$ cat config.mk
export PLATFORM = sky130hd
export DESIGN_NAME = observe_output
export DESIGN_NICKNAME = d
export VERILOG_FILES = /design/src/observe_pkg.sv /design/src/observe_output.sv /design/src/observe_source_mux.sv
export SDC_FILE = /design/constraint.sdc
export NUM_CORES = 1
export LEC_CHECK = 0
export BUFFER_PORTS_ARGS = -buffer_cell sky130_fd_sc_hd__buf_2
export CAP_MARGIN = 10
export CORE_MARGIN = 4
export CORE_UTILIZATION = 45
export CTS_BUF_LIST = sky130_fd_sc_hd__clkbuf_8 sky130_fd_sc_hd__clkbuf_16
export DETAILED_ROUTE_END_ITERATION = 16
export PLACE_DENSITY_LB_ADDON = 0.05
export SETUP_SLACK_MARGIN = 0.15
export SYNTH_ARGS = -nofsm -noshare
export SYNTH_HDL_FRONTEND = slang
export SYNTH_HIERARCHICAL = 1
export SYNTH_SLANG_ARGS = --single-unit
$ cat constraint.sdc
create_clock -name mclk_i -period 2.8 [get_ports mclk_i]
set_input_delay 0.42 -clock mclk_i [delete_from_list [all_inputs] [get_ports mclk_i]]
set_output_delay 0.42 -clock mclk_i [all_outputs]
set_load 0.03 [all_outputs]
$ cat src/observe_pkg.sv
// Constants shared by the observation output block and its source mux.
// Assumes one 100 MHz clock and a three-wire serial register port.
package observe_pkg;

    // ------------------------------------------------------------
    // Serial frame layout
    // ------------------------------------------------------------
    localparam int FRAME_BITS = 31;
    localparam int ADDR_BITS = 6;
    localparam int DATA_BITS = 24;
    localparam logic [4:0] HEADER_LAST_BIT = 5'h06;
    localparam logic [4:0] FRAME_LAST_BIT = 5'h1e;

    // ------------------------------------------------------------
    // Register offsets
    // ------------------------------------------------------------
    localparam logic [5:0] OBSERVE_OUTPUT_SELECT_ADDR = 6'h0f;
    localparam logic [5:0] TUNING_STATUS_ADDR = 6'h10;

    // ------------------------------------------------------------
    // Field positions, observe_output_select
    // ------------------------------------------------------------
    localparam int SOURCE_SELECT_LSB = 0;
    localparam int SOURCE_SELECT_MSB = 4;
    localparam int TEST_DATA_BIT = 5;
    localparam int PREVENT_AUTOMUX_BIT = 6;
    localparam int PULLUP_DISABLE_BIT = 8;
    localparam int PULLDOWN_DISABLE_BIT = 9;

    // ------------------------------------------------------------
    // Field positions, tuning_status
    // ------------------------------------------------------------
    localparam int TUNE_CURVE_MSB = 7;
    localparam int TUNE_BUSY_BIT = 8;

    // ------------------------------------------------------------
    // Values after reset
    // ------------------------------------------------------------
    localparam logic [4:0] SOURCE_SELECT_RESET = 5'h01;
    localparam logic [7:0] TUNE_CURVE_RESET = 8'h80;
    localparam logic TUNE_BUSY_RESET = 1'b0;

    // ------------------------------------------------------------
    // Source codes
    // ------------------------------------------------------------
    typedef enum logic [4:0] {
        SRC_TEST_DATA = 5'b00000,
        SRC_LOCK = 5'b00001,
        SRC_LOCK_TRIGGER = 5'b00010,
        SRC_LOCK_WINDOW = 5'b00011,
        SRC_RING_OSC = 5'b00100,
        SRC_FORCE_HIGH = 5'b00101,
        SRC_FORCE_LOW = 5'b00110,
        SRC_REF_BUFFER = 5'b01000,
        SRC_REF_DIVIDER = 5'b01001,
        SRC_OSC_DIVIDER = 5'b01010,
        SRC_MOD_CLOCK = 5'b01011,
        SRC_AUX_CLOCK = 5'b01100,
        SRC_AUX_SERIAL_CLOCK = 5'b01101,
        SRC_AUX_SERIAL_ENABLE = 5'b01110,
        SRC_AUX_SERIAL_DATA = 5'b01111,
        SRC_PD_DOWN = 5'b10000,
        SRC_PHASE_DETECTOR_UP_PULSE = 5'b10001,
        SRC_MOD_DELAY_CLOCK = 5'b10010,
        SRC_MOD_CORE_CLOCK = 5'b10011,
        SRC_INT_STROBE = 5'b10100,
        SRC_FRAC_STROBE_A = 5'b10101,
        SRC_FRAC_STROBE_B = 5'b10110,
        SRC_LATCH_ENABLE = 5'b10111,
        SRC_DIVIDER_RESET = 5'b11000,
        SRC_SEED_LOAD = 5'b11001,
        SRC_OUT_BUFFER_EN = 5'b11110,
        SRC_SOFT_RESET = 5'b11111
    } observe_source_t;

endpackage

$ cat src/observe_output.sv
// Observation output register bank with its serial register port.
// Assumes serial pins arrive asynchronously and internal sources
// and tuning status come from logic on mclk_i.
//
// How it works
// - Five-bit selector, resets to one
// - Code zero outputs test data bit
// - Codes 1-3: lock signals
// - Code 4 ring osc; 5 high; 6 low
// - Codes 8-12: reference, divider, mod and aux clocks
// - Codes 13-17: aux port, phase detector
// - Codes 18-22: modulator clocks, strobes
// - Codes 23-25: latch, reset, seed
// - Code 30 buffer enable; 31 soft reset
// - Automux shares pin unless prevented
// - Pull-up disable stops high drive
// - Pull-down disable stops low drive
// - Read-only eight-bit tuning curve code
// - Zero highest frequency, ones lowest
// - Read-only busy flag, resets zero
`timescale 1ns/1ps
module observe_output
    import observe_pkg::*;
(
    input wire logic mclk_i,
    input wire logic reset_n_i,
    input wire logic serial_clock_i,
    input wire logic serial_enable_i,
    input wire logic serial_data_in_i,
    output logic serial_data_out_o,
    output logic serial_data_out_oe_o,
    input wire logic [7:0] tune_curve_i,
    input wire logic tune_busy_i,
    input wire logic lock_i,
    input wire logic lock_trigger_i,
    input wire logic lock_window_i,
    input wire logic ring_osc_i,
    input wire logic ref_buffer_i,
    input wire logic ref_divider_i,
    input wire logic osc_divider_i,
    input wire logic mod_clock_i,
    input wire logic aux_clock_i,
    input wire logic aux_serial_clock_i,
    input wire logic aux_serial_enable_i,
    input wire logic aux_serial_data_i,
    input wire logic phase_detector_down_pulse_i,
    input wire logic phase_detector_up_pulse_i,
    input wire logic mod_delay_clock_i,
    input wire logic third_order_modulator_clock_i,
    input wire logic int_strobe_i,
    input wire logic frac_strobe_a_i,
    input wire logic frac_strobe_b_i,
    input wire logic divider_reset_i,
    input wire logic seed_load_i,
    input wire logic software_reset_low_i
);

    // ------------------------------------------------------------
    // Pin synchronisers
    // ------------------------------------------------------------
    logic [1:0] sck_sync;
    logic [1:0] sen_sync;
    logic [1:0] sdi_sync;
    logic sck_last;

    // Clock pin plus one stage for edge detection
    always_ff @(posedge mclk_i or negedge reset_n_i) begin
        if (!reset_n_i) begin
            sck_sync <= 2'b00;
            sck_last <= 1'b0;
        end else begin
            sck_sync <= {sck_sync[0], serial_clock_i};
            sck_last <= sck_sync[1];
        end
    end

    always_ff @(posedge mclk_i or negedge reset_n_i) begin
        if (!reset_n_i) begin
            sen_sync <= 2'b00;
        end else begin
            sen_sync <= {sen_sync[0], serial_enable_i};
        end
    end

    always_ff @(posedge mclk_i or negedge reset_n_i) begin
        if (!reset_n_i) begin
            sdi_sync <= 2'b00;
        end else begin
            sdi_sync <= {sdi_sync[0], serial_data_in_i};
        end
    end

    wire sck_rise = sck_sync[1] & ~sck_last;
    wire sen = sen_sync[1];
    wire sdi = sdi_sync[1];
    wire bit_strobe = sck_rise & sen;

    // ------------------------------------------------------------
    // Registers
    // ------------------------------------------------------------
    logic [4:0] source_select;
    logic test_data;
    logic prevent_automux;
    logic pullup_disable;
    logic pulldown_disable;
    logic [7:0] tune_curve;
    logic tune_busy;

    // ------------------------------------------------------------
    // Serial frame state
    // ------------------------------------------------------------
    logic [FRAME_BITS-2:0] shift_in;
    logic [4:0] bit_count;
    logic [DATA_BITS-1:0] read_shift;
    logic read_phase;

    wire header_done = bit_strobe && (bit_count == HEADER_LAST_BIT);
    wire frame_done = bit_strobe && (bit_count == FRAME_LAST_BIT);
    wire header_read = shift_in[5];
    wire [ADDR_BITS-1:0] header_addr = {shift_in[4:0], sdi};
    wire frame_read = shift_in[FRAME_BITS-2];
    wire [ADDR_BITS-1:0] frame_addr = shift_in[28:23];
    wire [DATA_BITS-1:0] frame_data = {shift_in[22:0], sdi};

    wire write_select = frame_done && !frame_read
        && (frame_addr == OBSERVE_OUTPUT_SELECT_ADDR);

    // ------------------------------------------------------------
    // Read data decode
    // ------------------------------------------------------------
    function automatic logic [DATA_BITS-1:0] read_word(
        input logic [ADDR_BITS-1:0] addr
    );
        logic [DATA_BITS-1:0] word;
        word = '0;
        if (addr == OBSERVE_OUTPUT_SELECT_ADDR) begin
            word[SOURCE_SELECT_MSB:SOURCE_SELECT_LSB] = source_select;
            word[TEST_DATA_BIT] = test_data;
            word[PREVENT_AUTOMUX_BIT] = prevent_automux;
            word[PULLUP_DISABLE_BIT] = pullup_disable;
            word[PULLDOWN_DISABLE_BIT] = pulldown_disable;
        end else if (addr == TUNING_STATUS_ADDR) begin
            word[TUNE_CURVE_MSB:0] = tune_curve;
            word[TUNE_BUSY_BIT] = tune_busy;
        end
        return word;
    endfunction

    wire [DATA_BITS-1:0] header_word = read_word(header_addr);

    // ------------------------------------------------------------
    // Frame shifter
    // ------------------------------------------------------------
    logic [4:0] next_bit_count;
    assign next_bit_count = bit_count + 5'h01;

    always_ff @(posedge mclk_i or negedge reset_n_i) begin
        if (!reset_n_i) begin
            shift_in <= '0;
        end else if (bit_strobe) begin
            shift_in <= {shift_in[FRAME_BITS-3:0], sdi};
        end
    end

    always_ff @(posedge mclk_i or negedge reset_n_i) begin
        if (!reset_n_i) begin
            bit_count <= 5'h00;
        end else if (!sen) begin
            bit_count <= 5'h00;
        end else if (bit_strobe) begin
            bit_count <= frame_done ? 5'h00 : next_bit_count;
        end
    end

    // Read phase runs from header end to frame end
    always_ff @(posedge mclk_i or negedge reset_n_i) begin
        if (!reset_n_i) begin
            read_phase <= 1'b0;
        end else if (!sen || frame_done) begin
            read_phase <= 1'b0;
        end else if (header_done) begin
            read_phase <= header_read;
        end
    end

    // Read data shifts out MSB first after the header
    always_ff @(posedge mclk_i or negedge reset_n_i) begin
        if (!reset_n_i) begin
            read_shift <= '0;
        end else if (header_done) begin
            read_shift <= header_word;
        end else if (bit_strobe && read_phase && !frame_done) begin
            read_shift <= {read_shift[DATA_BITS-2:0], 1'b0};
        end
    end

    // ------------------------------------------------------------
    // Selection register write
    // ------------------------------------------------------------
    always_ff @(posedge mclk_i or negedge reset_n_i) begin
        if (!reset_n_i) begin
            source_select <= SOURCE_SELECT_RESET;
        end else if (write_select) begin
            source_select <=
                frame_data[SOURCE_SELECT_MSB:SOURCE_SELECT_LSB];
        end
    end

    always_ff @(posedge mclk_i or negedge reset_n_i) begin
        if (!reset_n_i) begin
            test_data <= 1'b0;
            prevent_automux <= 1'b0;
            pullup_disable <= 1'b0;
            pulldown_disable <= 1'b0;
        end else if (write_select) begin
            test_data <= frame_data[TEST_DATA_BIT];
            prevent_automux <= frame_data[PREVENT_AUTOMUX_BIT];
            pullup_disable <= frame_data[PULLUP_DISABLE_BIT];
            pulldown_disable <= frame_data[PULLDOWN_DISABLE_BIT];
        end
    end

    // ------------------------------------------------------------
    // Tuning status capture
    // ------------------------------------------------------------
    always_ff @(posedge mclk_i or negedge reset_n_i) begin
        if (!reset_n_i) begin
            tune_curve <= TUNE_CURVE_RESET;
        end else begin
            tune_curve <= tune_curve_i;
        end
    end

    always_ff @(posedge mclk_i or negedge reset_n_i) begin
        if (!reset_n_i) begin
            tune_busy <= TUNE_BUSY_RESET;
        end else begin
            tune_busy <= tune_busy_i;
        end
    end

    // ------------------------------------------------------------
    // Source selection
    // ------------------------------------------------------------
    logic observe_value;

    observe_source_mux u_mux (
        .observe_source_select_i(source_select),
        .test_data_i(test_data),
        .lock_i(lock_i),
        .lock_trigger_i(lock_trigger_i),
        .lock_window_i(lock_window_i),
        .ring_osc_i(ring_osc_i),
        .ref_buffer_i(ref_buffer_i),
        .ref_divider_i(ref_divider_i),
        .osc_divider_i(osc_divider_i),
        .mod_clock_i(mod_clock_i),
        .aux_clock_i(aux_clock_i),
        .aux_serial_clock_i(aux_serial_clock_i),
        .aux_serial_enable_i(aux_serial_enable_i),
        .aux_serial_data_i(aux_serial_data_i),
        .phase_detector_down_pulse_i(phase_detector_down_pulse_i),
        .phase_detector_up_pulse_i(phase_detector_up_pulse_i),
        .mod_delay_clock_i(mod_delay_clock_i),
        .third_order_modulator_clock_i(third_order_modulator_clock_i),
        .int_strobe_i(int_strobe_i),
        .frac_strobe_a_i(frac_strobe_a_i),
        .frac_strobe_b_i(frac_strobe_b_i),
        .latch_enable_i(sen),
        .divider_reset_i(divider_reset_i),
        .seed_load_i(seed_load_i),
        .out_buffer_en_i(read_phase),
        .software_reset_low_i(software_reset_low_i),
        .observe_output_o(observe_value)
    );

    // ------------------------------------------------------------
    // Pin drive
    // ------------------------------------------------------------
    // Read data takes the pin during a read unless automux is prevented
    wire share_active = !prevent_automux && read_phase;
    wire next_pin_value = share_active ? read_shift[DATA_BITS-1]
        : observe_value;
    // No high drive with pull-up disabled
    // No low drive with pull-down disabled
    wire next_pin_enable = next_pin_value ? !pullup_disable
        : !pulldown_disable;

    always_ff @(posedge mclk_i or negedge reset_n_i) begin
        if (!reset_n_i) begin
            serial_data_out_o <= 1'b0;
            serial_data_out_oe_o <= 1'b0;
        end else begin
            serial_data_out_o <= next_pin_value;
            serial_data_out_oe_o <= next_pin_enable;
        end
    end

endmodule

$ cat src/observe_source_mux.sv
// Picks one internal signal by the five-bit source code.
// Assumes all sources are levels already on the block's clock.
`timescale 1ns/1ps
module observe_source_mux
    import observe_pkg::*;
(
    input wire logic [4:0] observe_source_select_i,
    input wire logic test_data_i,
    input wire logic lock_i,
    input wire logic lock_trigger_i,
    input wire logic lock_window_i,
    input wire logic ring_osc_i,
    input wire logic ref_buffer_i,
    input wire logic ref_divider_i,
    input wire logic osc_divider_i,
    input wire logic mod_clock_i,
    input wire logic aux_clock_i,
    input wire logic aux_serial_clock_i,
    input wire logic aux_serial_enable_i,
    input wire logic aux_serial_data_i,
    input wire logic phase_detector_down_pulse_i,
    input wire logic phase_detector_up_pulse_i,
    input wire logic mod_delay_clock_i,
    input wire logic third_order_modulator_clock_i,
    input wire logic int_strobe_i,
    input wire logic frac_strobe_a_i,
    input wire logic frac_strobe_b_i,
    input wire logic latch_enable_i,
    input wire logic divider_reset_i,
    input wire logic seed_load_i,
    input wire logic out_buffer_en_i,
    input wire logic software_reset_low_i,
    output logic observe_output_o
);

    // ------------------------------------------------------------
    // Source table, unused codes read low
    // ------------------------------------------------------------
    logic [31:0] sources;

    always_comb begin
        sources = 32'h0000_0000;
        sources[SRC_TEST_DATA] = test_data_i;
        sources[SRC_LOCK] = lock_i;
        sources[SRC_LOCK_TRIGGER] = lock_trigger_i;
        sources[SRC_LOCK_WINDOW] = lock_window_i;
        sources[SRC_RING_OSC] = ring_osc_i;
        sources[SRC_FORCE_HIGH] = 1'b1;
        sources[SRC_FORCE_LOW] = 1'b0;
        sources[SRC_REF_BUFFER] = ref_buffer_i;
        sources[SRC_REF_DIVIDER] = ref_divider_i;
        sources[SRC_OSC_DIVIDER] = osc_divider_i;
        sources[SRC_MOD_CLOCK] = mod_clock_i;
        sources[SRC_AUX_CLOCK] = aux_clock_i;
        sources[SRC_AUX_SERIAL_CLOCK] = aux_serial_clock_i;
        sources[SRC_AUX_SERIAL_ENABLE] = aux_serial_enable_i;
        sources[SRC_AUX_SERIAL_DATA] = aux_serial_data_i;
        sources[SRC_PD_DOWN] = phase_detector_down_pulse_i;
        sources[SRC_PHASE_DETECTOR_UP_PULSE] = phase_detector_up_pulse_i;
        sources[SRC_MOD_DELAY_CLOCK] = mod_delay_clock_i;
        sources[SRC_MOD_CORE_CLOCK] = third_order_modulator_clock_i;
        sources[SRC_INT_STROBE] = int_strobe_i;
        sources[SRC_FRAC_STROBE_A] = frac_strobe_a_i;
        sources[SRC_FRAC_STROBE_B] = frac_strobe_b_i;
        sources[SRC_LATCH_ENABLE] = latch_enable_i;
        sources[SRC_DIVIDER_RESET] = divider_reset_i;
        sources[SRC_SEED_LOAD] = seed_load_i;
        sources[SRC_OUT_BUFFER_EN] = out_buffer_en_i;
        sources[SRC_SOFT_RESET] = software_reset_low_i;
    end

    assign observe_output_o = sources[observe_source_select_i];

endmodule

# [Word level (Yosys, flattened, before mapping)]
# Cells that the tools add are included.
[classes] n_addsub=1 n_lt_le_gt_ge=1 mux=16 n_bitwise=3 n_eq_ne=6 reduce_logical=16
[op_table] op="$mux W24" count=2
[op_table] op="$mux W5" count=3
[op_table] op="$eq A6 B4 Y1 const B" count=2
[op_table] op="$mux W9" count=1
[op_table] op="$mux W1" count=8
[op_table] op="$logic_and A1 B1 Y1" count=7
[op_table] op="$mux W7" count=1
[op_table] op="$eq A6 B5 Y1 const B" count=1
[op_table] op="$logic_not A1 Y1" count=6
[op_table] op="$lt A5 B6 Y1 const B" count=1
[op_table] op="$add A5 B1 Y5 const B" count=1
[op_table] op="$bmux W1 S5" count=1
[op_table] op="$eq A5 B3 Y1 const B" count=1
[op_table] op="$eq A5 B5 Y1 const B" count=1
[op_table] op="$reduce_bool A2 Y1" count=2
[op_table] op="$and A1 B1 Y1" count=2
[op_table] op="$ne A2 B1 Y1 const B" count=1
[op_table] op="$logic_or A1 B1 Y1" count=1
[op_table] op="$not A1 Y1" count=1
[word_totals] word_cells=60 inputBits=36 register_bits=87 out_inout_bits=2

# [Logic depth before layout (Yosys ltp)]
[depth] depth_word=8 ltp_mapped=8

# [By module]
# Netlist, hierarchy kept.
[modules_own_cells] module="observe_output" cells_per_inst=322 instances=1 area_per_inst_um2=3482.1
[modules_own_cells] module="observe_source_mux" cells_per_inst=28 instances=1 area_per_inst_um2=267.8

# [Worst setup path before layout]
# OpenSTA, ideal clock, no wires.
[synth_path] path_type="reg2reg" startpoint="reg source_select[0]" endpoint="reg serial_data_out_oe_o" n_path_buf=1 arrival_ps=2085 slack_ps=591 synth_period_minus_slack_ps=2209 path_stages_with_launch=8 setup_time_ps=124 required_time_ps=2676 cell_sequence="dfstp_2 -> buf_6 -> mux4_2 -> nor2b_4 -> a2111oi_2 -> nor4_1 -> mux2_2 -> mux2i_1"
[synth_between] elab_chain_len=4
[synth_rtl] item="start, declared" line_no="observe_output.sv:101" rtl="logic [4:0] source_select;"
[synth_rtl] item="start signal, assigned" line_no="observe_output.sv:204" rtl="source_select <="
[synth_rtl] item="$bmux W1 S5" line_no="observe_source_mux.sv:72" rtl="assign observe_output_o = sources[observe_source_select_i];"
[synth_rtl] item="$mux W1 (implied by the code)" line_no="observe_source_mux.sv:72"
[synth_rtl] item="net observe_value" line_no="observe_output.sv:245" rtl="logic observe_value;"
[synth_rtl] item="$mux W1" line_no="observe_output.sv:282" rtl="wire next_pin_value = share_active ? read_shift[DATA_BITS-1]"
[synth_rtl] item="net next_pin_value" line_no="observe_output.sv:282"
[synth_rtl] item="$mux W1" line_no="observe_output.sv:286" rtl="wire next_pin_enable = next_pin_value ? !pullup_disable"
[synth_rtl] item="net next_pin_enable" line_no="observe_output.sv:286"
[synth_rtl] item="end signal, assigned" line_no="observe_output.sv:295" rtl="serial_data_out_oe_o <= next_pin_enable;"
[synth_rtl] item="end, declared" line_no="observe_output.sv:31" rtl="output logic serial_data_out_oe_o,"
# The timed path passes the listed nets, and every way through them passes these cells. The select of a mux whose other input is x is not followed.
# A chain may end at the register's enable or synchronous reset.

# [Worst setup path in the final report]
# Ends and elaborated chain as after synthesis.

==> results.sh <==
export IMPL_cts_inserted_buffers=9
export IMPL_dp_cells=481
export IMPL_synthCells=350
export IMPL_clk_pin_slew_worst_paths_ns=0.08
export IMPL_antenna_diode_count=0
export IMPL_die_x_um=99.3
export IMPL_worst_min_delay_path_category="input pin to asynchronous set/reset pin"
export IMPL_layoutNonFillerInstCount=497
export IMPL_drt_pre_antenna_iters=4
export IMPL_synthesis_area_per_instance_um2=10.7
export IMPL_via_count=2543
export IMPL_grt_ovfl_total=0
export IMPL_design_die_area_mm2=0.00986
export IMPL_largest_net_degree_at_the_start_of_global_routing=49
export IMPL_synth_top_cell_area_share_pct=56.7
export IMPL_grt_total_usage_pct=15.8
export IMPL_drt_antenna_violating_nets=0
export IMPL_power_internal_mw=1.78
export IMPL_library_cell_occupying_the_most_area_in_the_post_synthesis_netlist="dfrtp_1"
export IMPL_sw_frac_of_total_pct=23.2
export IMPL_postRouteWirelength_mm=7.05
export IMPL_peak_supply_drop_v=0.000320
export IMPL_synth_seq_area_share_pct=58.1
export IMPL_grt_pass1_vias=2489
export IMPL_timing_setup_critical_path_class="flop to flop"
export IMPL_finalSetupViolCount=0
export IMPL_utilization_pct=51.7
export IMPL_slew_headroom_pct=53.2
export IMPL_cts_max_path_buffers=2
export IMPL_timing_worst_slew_pin_value_ns=0.699
export IMPL_routabilityCongestion=0.720
export IMPL_finalHoldViolations=0
export IMPL_synthesis_nets=388
export IMPL_worstPathCellList="mux4_2 > nor2b_4 > a2111oi_2 > nor4_1 > mux2_2 > mux2i_1"
export IMPL_leak_pwr_nw=2.04
export IMPL_clkSinkCount=87
export IMPL_synthToLayoutAreaGrowth_pct=12.7
export IMPL_rsz0062_at_grt="false"
export IMPL_fin_setup_tns_ns=0
export IMPL_seqPwrFrac_pct=57.9
export IMPL_worst_endpoint_arrival_ns=2.61
export IMPL_clkPwrFrac_pct=37.2
export IMPL_cpPeakStageDelay_ns=0.72
export IMPL_worstSkewPairLatency_ns=0.35
export IMPL_synth_cell_types=49
export IMPL_cp_end_kind="flop"
export IMPL_dpl_wire_length_mm=4.77
export IMPL_crit_slowest_cell="dfstp_2"
export IMPL_layout_min_cycle_time_ns=2.39
export IMPL_drt_initial_drc_count=162
export IMPL_via_per_inst=5.12
export IMPL_synthArstFlopShare_pct=100
export IMPL_cellPowerDensity_mw_per_mm2=548
export IMPL_design_portCount=38
export IMPL_postSynthRegisterBits=87
export IMPL_outcome="finished clean"
export IMPL_hold_ws_ns=0.0902
export IMPL_worstSetupStartpointType="flop"
export IMPL_fp_coreArea_mm2=0.00818
export IMPL_clock_tree_from_tritoncts="built"
export IMPL_syn_cell_area_mm2=0.00375
export IMPL_synth_flop_cell="dfrtp_1"
export IMPL_nNetsFinal=425
export IMPL_holdBufCountCts=0
export IMPL_initial_core_util_pct=45.9
export IMPL_route_detailed_wl_per_inst_um=14.2
export IMPL_num_rows=33
export IMPL_comb_power_share_pct=4.9
export IMPL_maxCapViolCount=0
export IMPL_critical_path_required_ns=3.02
export IMPL_floorplan_die_height_um=99.3
export IMPL_antenna_found_initial=0
export IMPL_synth_edff_count=0
export IMPL_yosys_warning_count=6
export IMPL_final_min_period_over_clock_period_pct=85.2
export IMPL_io_buffer_count=37
export IMPL_cts_setup_buffers=0
export IMPL_clock_skew_ns=0.0135
export IMPL_detail_route_drc_violations=0
export IMPL_h_tree_depth=3
export IMPL_cts_root_buf="clkbuf_8"
export IMPL_maxSlewViolCount=0
export IMPL_post_route_cells_drive_above_1_share_pct=21.2
export IMPL_ys_top_cells_by_area="dfrtp_1 57%, nand2_1 14%, mux2_4 3.6%"
export IMPL_max_freq_mhz=419
export IMPL_switchingPower_mw=0.538
export IMPL_first_pass_grt_wire_length_mm=12.4
export IMPL_timing_critical_path_fanout_max=12
-- registers in the layout (all words and copies together), names as in the netlist, 2 cells and up --
signal / flops
sck_sync: 2
sen_sync: 2
sdi_sync: 2
read_shift: 24
tune_curve: 8
bit_count: 5
source_select: 5
shift_in: 30
-- placed cells by master (no fill, tap or decap), types with 2 or more instances in the layout --
master     Yosys  layout
mux4_1         2       2
nor2_1         5       5
nor3_1         4       4
nand4_1        2       2
nor3_4         2       2
o21ai_1        4       4
nand3_1        5       5
o21ai_0        2       2
dfrtp_1       85      85
mux2i_1        9       9
inv_1          3       4
a221oi_1       7       7
a31oi_1        7       7
ha_1           2       2
buf_4          1       7
nand2b_1       3       3
mux2_4         9       9
dfstp_2        2       2
o2111ai_1      2       2
a21oi_1       15      15
xor2_1         3       3
clkinv_2       0       2
buf_2          7      36
nand2_1      137     137
clkbuf_8       0      10
-- worst paths after layout --
check / endpoint / slack [ns] / cells past startpoint / startpoint
max: serial_data_out_oe_o$_DFF_PN0_ / 0.41 / 6 / source_select[0]$_DFFE_PN1P_
min in group mclk_i: sck_sync[0]$_DFF_PN0_ / 0.17 / 1 / serial_clock_i
max reg2reg: serial_data_out_oe_o$_DFF_PN0_ / 0.41 / 6 / source_select[0]$_DFFE_PN1P_
min: tune_curve[3]$_DFF_PN0_ / 0.09 / 1 / reset_n_i
min reg2reg: sck_sync[1]$_DFF_PN0_ / 0.36 / 0 / sck_sync[0]$_DFF_PN0_
max in group asynchronous: shift_in[6]$_DFFE_PN0P_ / 2.06 / 2 / reset_n_i
-- cells in the mapped netlist, types with 3 or more instances --
cell type and n:
a221oi_1 7, buf_2 7, dfrtp_1 85, a21oi_1 15
nor3_1 4, clkbuf_1 6, mux2i_1 9, nand3_1 5
nand2_1 137, nor2_1 5, inv_1 3, xor2_1 3
mux2_4 9, a31oi_1 7, o21ai_1 4, nand2b_1 3
-- worst max-delay path, delay by kind of cell, from the launching register on --
| kind | cells | cell delay, ns |
|---|---|---|
| DFF | 1 | 0.72 |
| and+or+nand+nor | 2 | 0.25 |
| muxes | 3 | 0.96 |
| AOI/OAI and AO/OA | 1 | 0.34 |
-- metrics by stage --
step	cell area [µm²]	power (mW)	setup slack [ns]
2_1_floorplan	3750	1.41	0.591
3_3_place_gp	4030	1.48	0.411
3_5_place_dp	4030	1.49	0.409
4_1_cts	4230	2.36	0.392
5_1_grt	4230	2.44	0.223
6_report	4230	2.32	0.414
-- timing repair --
action                                  in CTS  in global routing
endpoints found under the setup margin       0                  1
hold endpoints to repair                     0                  0
gates resized for setup                      0                  1
-- cells by family after synthesis --
logic type,count (synthesis),synth area share (%)
xor gates and xnor gates,3,0.701
DFF,87,58.1
muxes,22,8.31
buffers and inverters,21,3.14
AOI/OAI and AO/OA,44,7.74
adders and majority gates,2,0.667
and+or+nand+nor,171,21.3
-- layer usage --
| layer | vias up | GRT usage [%] | wire length [µm] |
|---|---|---|---|
| met5 | - | 0 | 0 |
| met4 | 0 | 4.41 | 85 |
| met3 | 6 | 4.84 | 293 |
| met2 | 42 | 23.6 | 3170 |
| met1 | 1236 | 22.5 | 3500 |
| li1 | 1259 | - | - |
-- power by group through the flow --
| stage | sequential (mW) | combinational, mW | clock, mW |
|---|---|---|---|
| detailed placement | 1.37 | 0.119 | 0 |
| global route | 1.35 | 0.135 | 0.951 |
| finish | 1.34 | 0.115 | 0.861 |
| global placement | 1.37 | 0.117 | 0 |
| CTS | 1.34 | 0.119 | 0.896 |
| floorplan | 1.35 | 0.0546 | 0 |
-- layout make-up --
class | instances | area, µm²
sequential | 87 | 2180
clock inverter | 6 | 60.1
fill | 748 | 3950
clock buffer | 10 | 138
inverter | 3 | 11.3
tap | 105 | 131
multi-input combinational | 242 | 1450
timing repair buffer | 44 | 253
(Power assumes the default switching activity.)
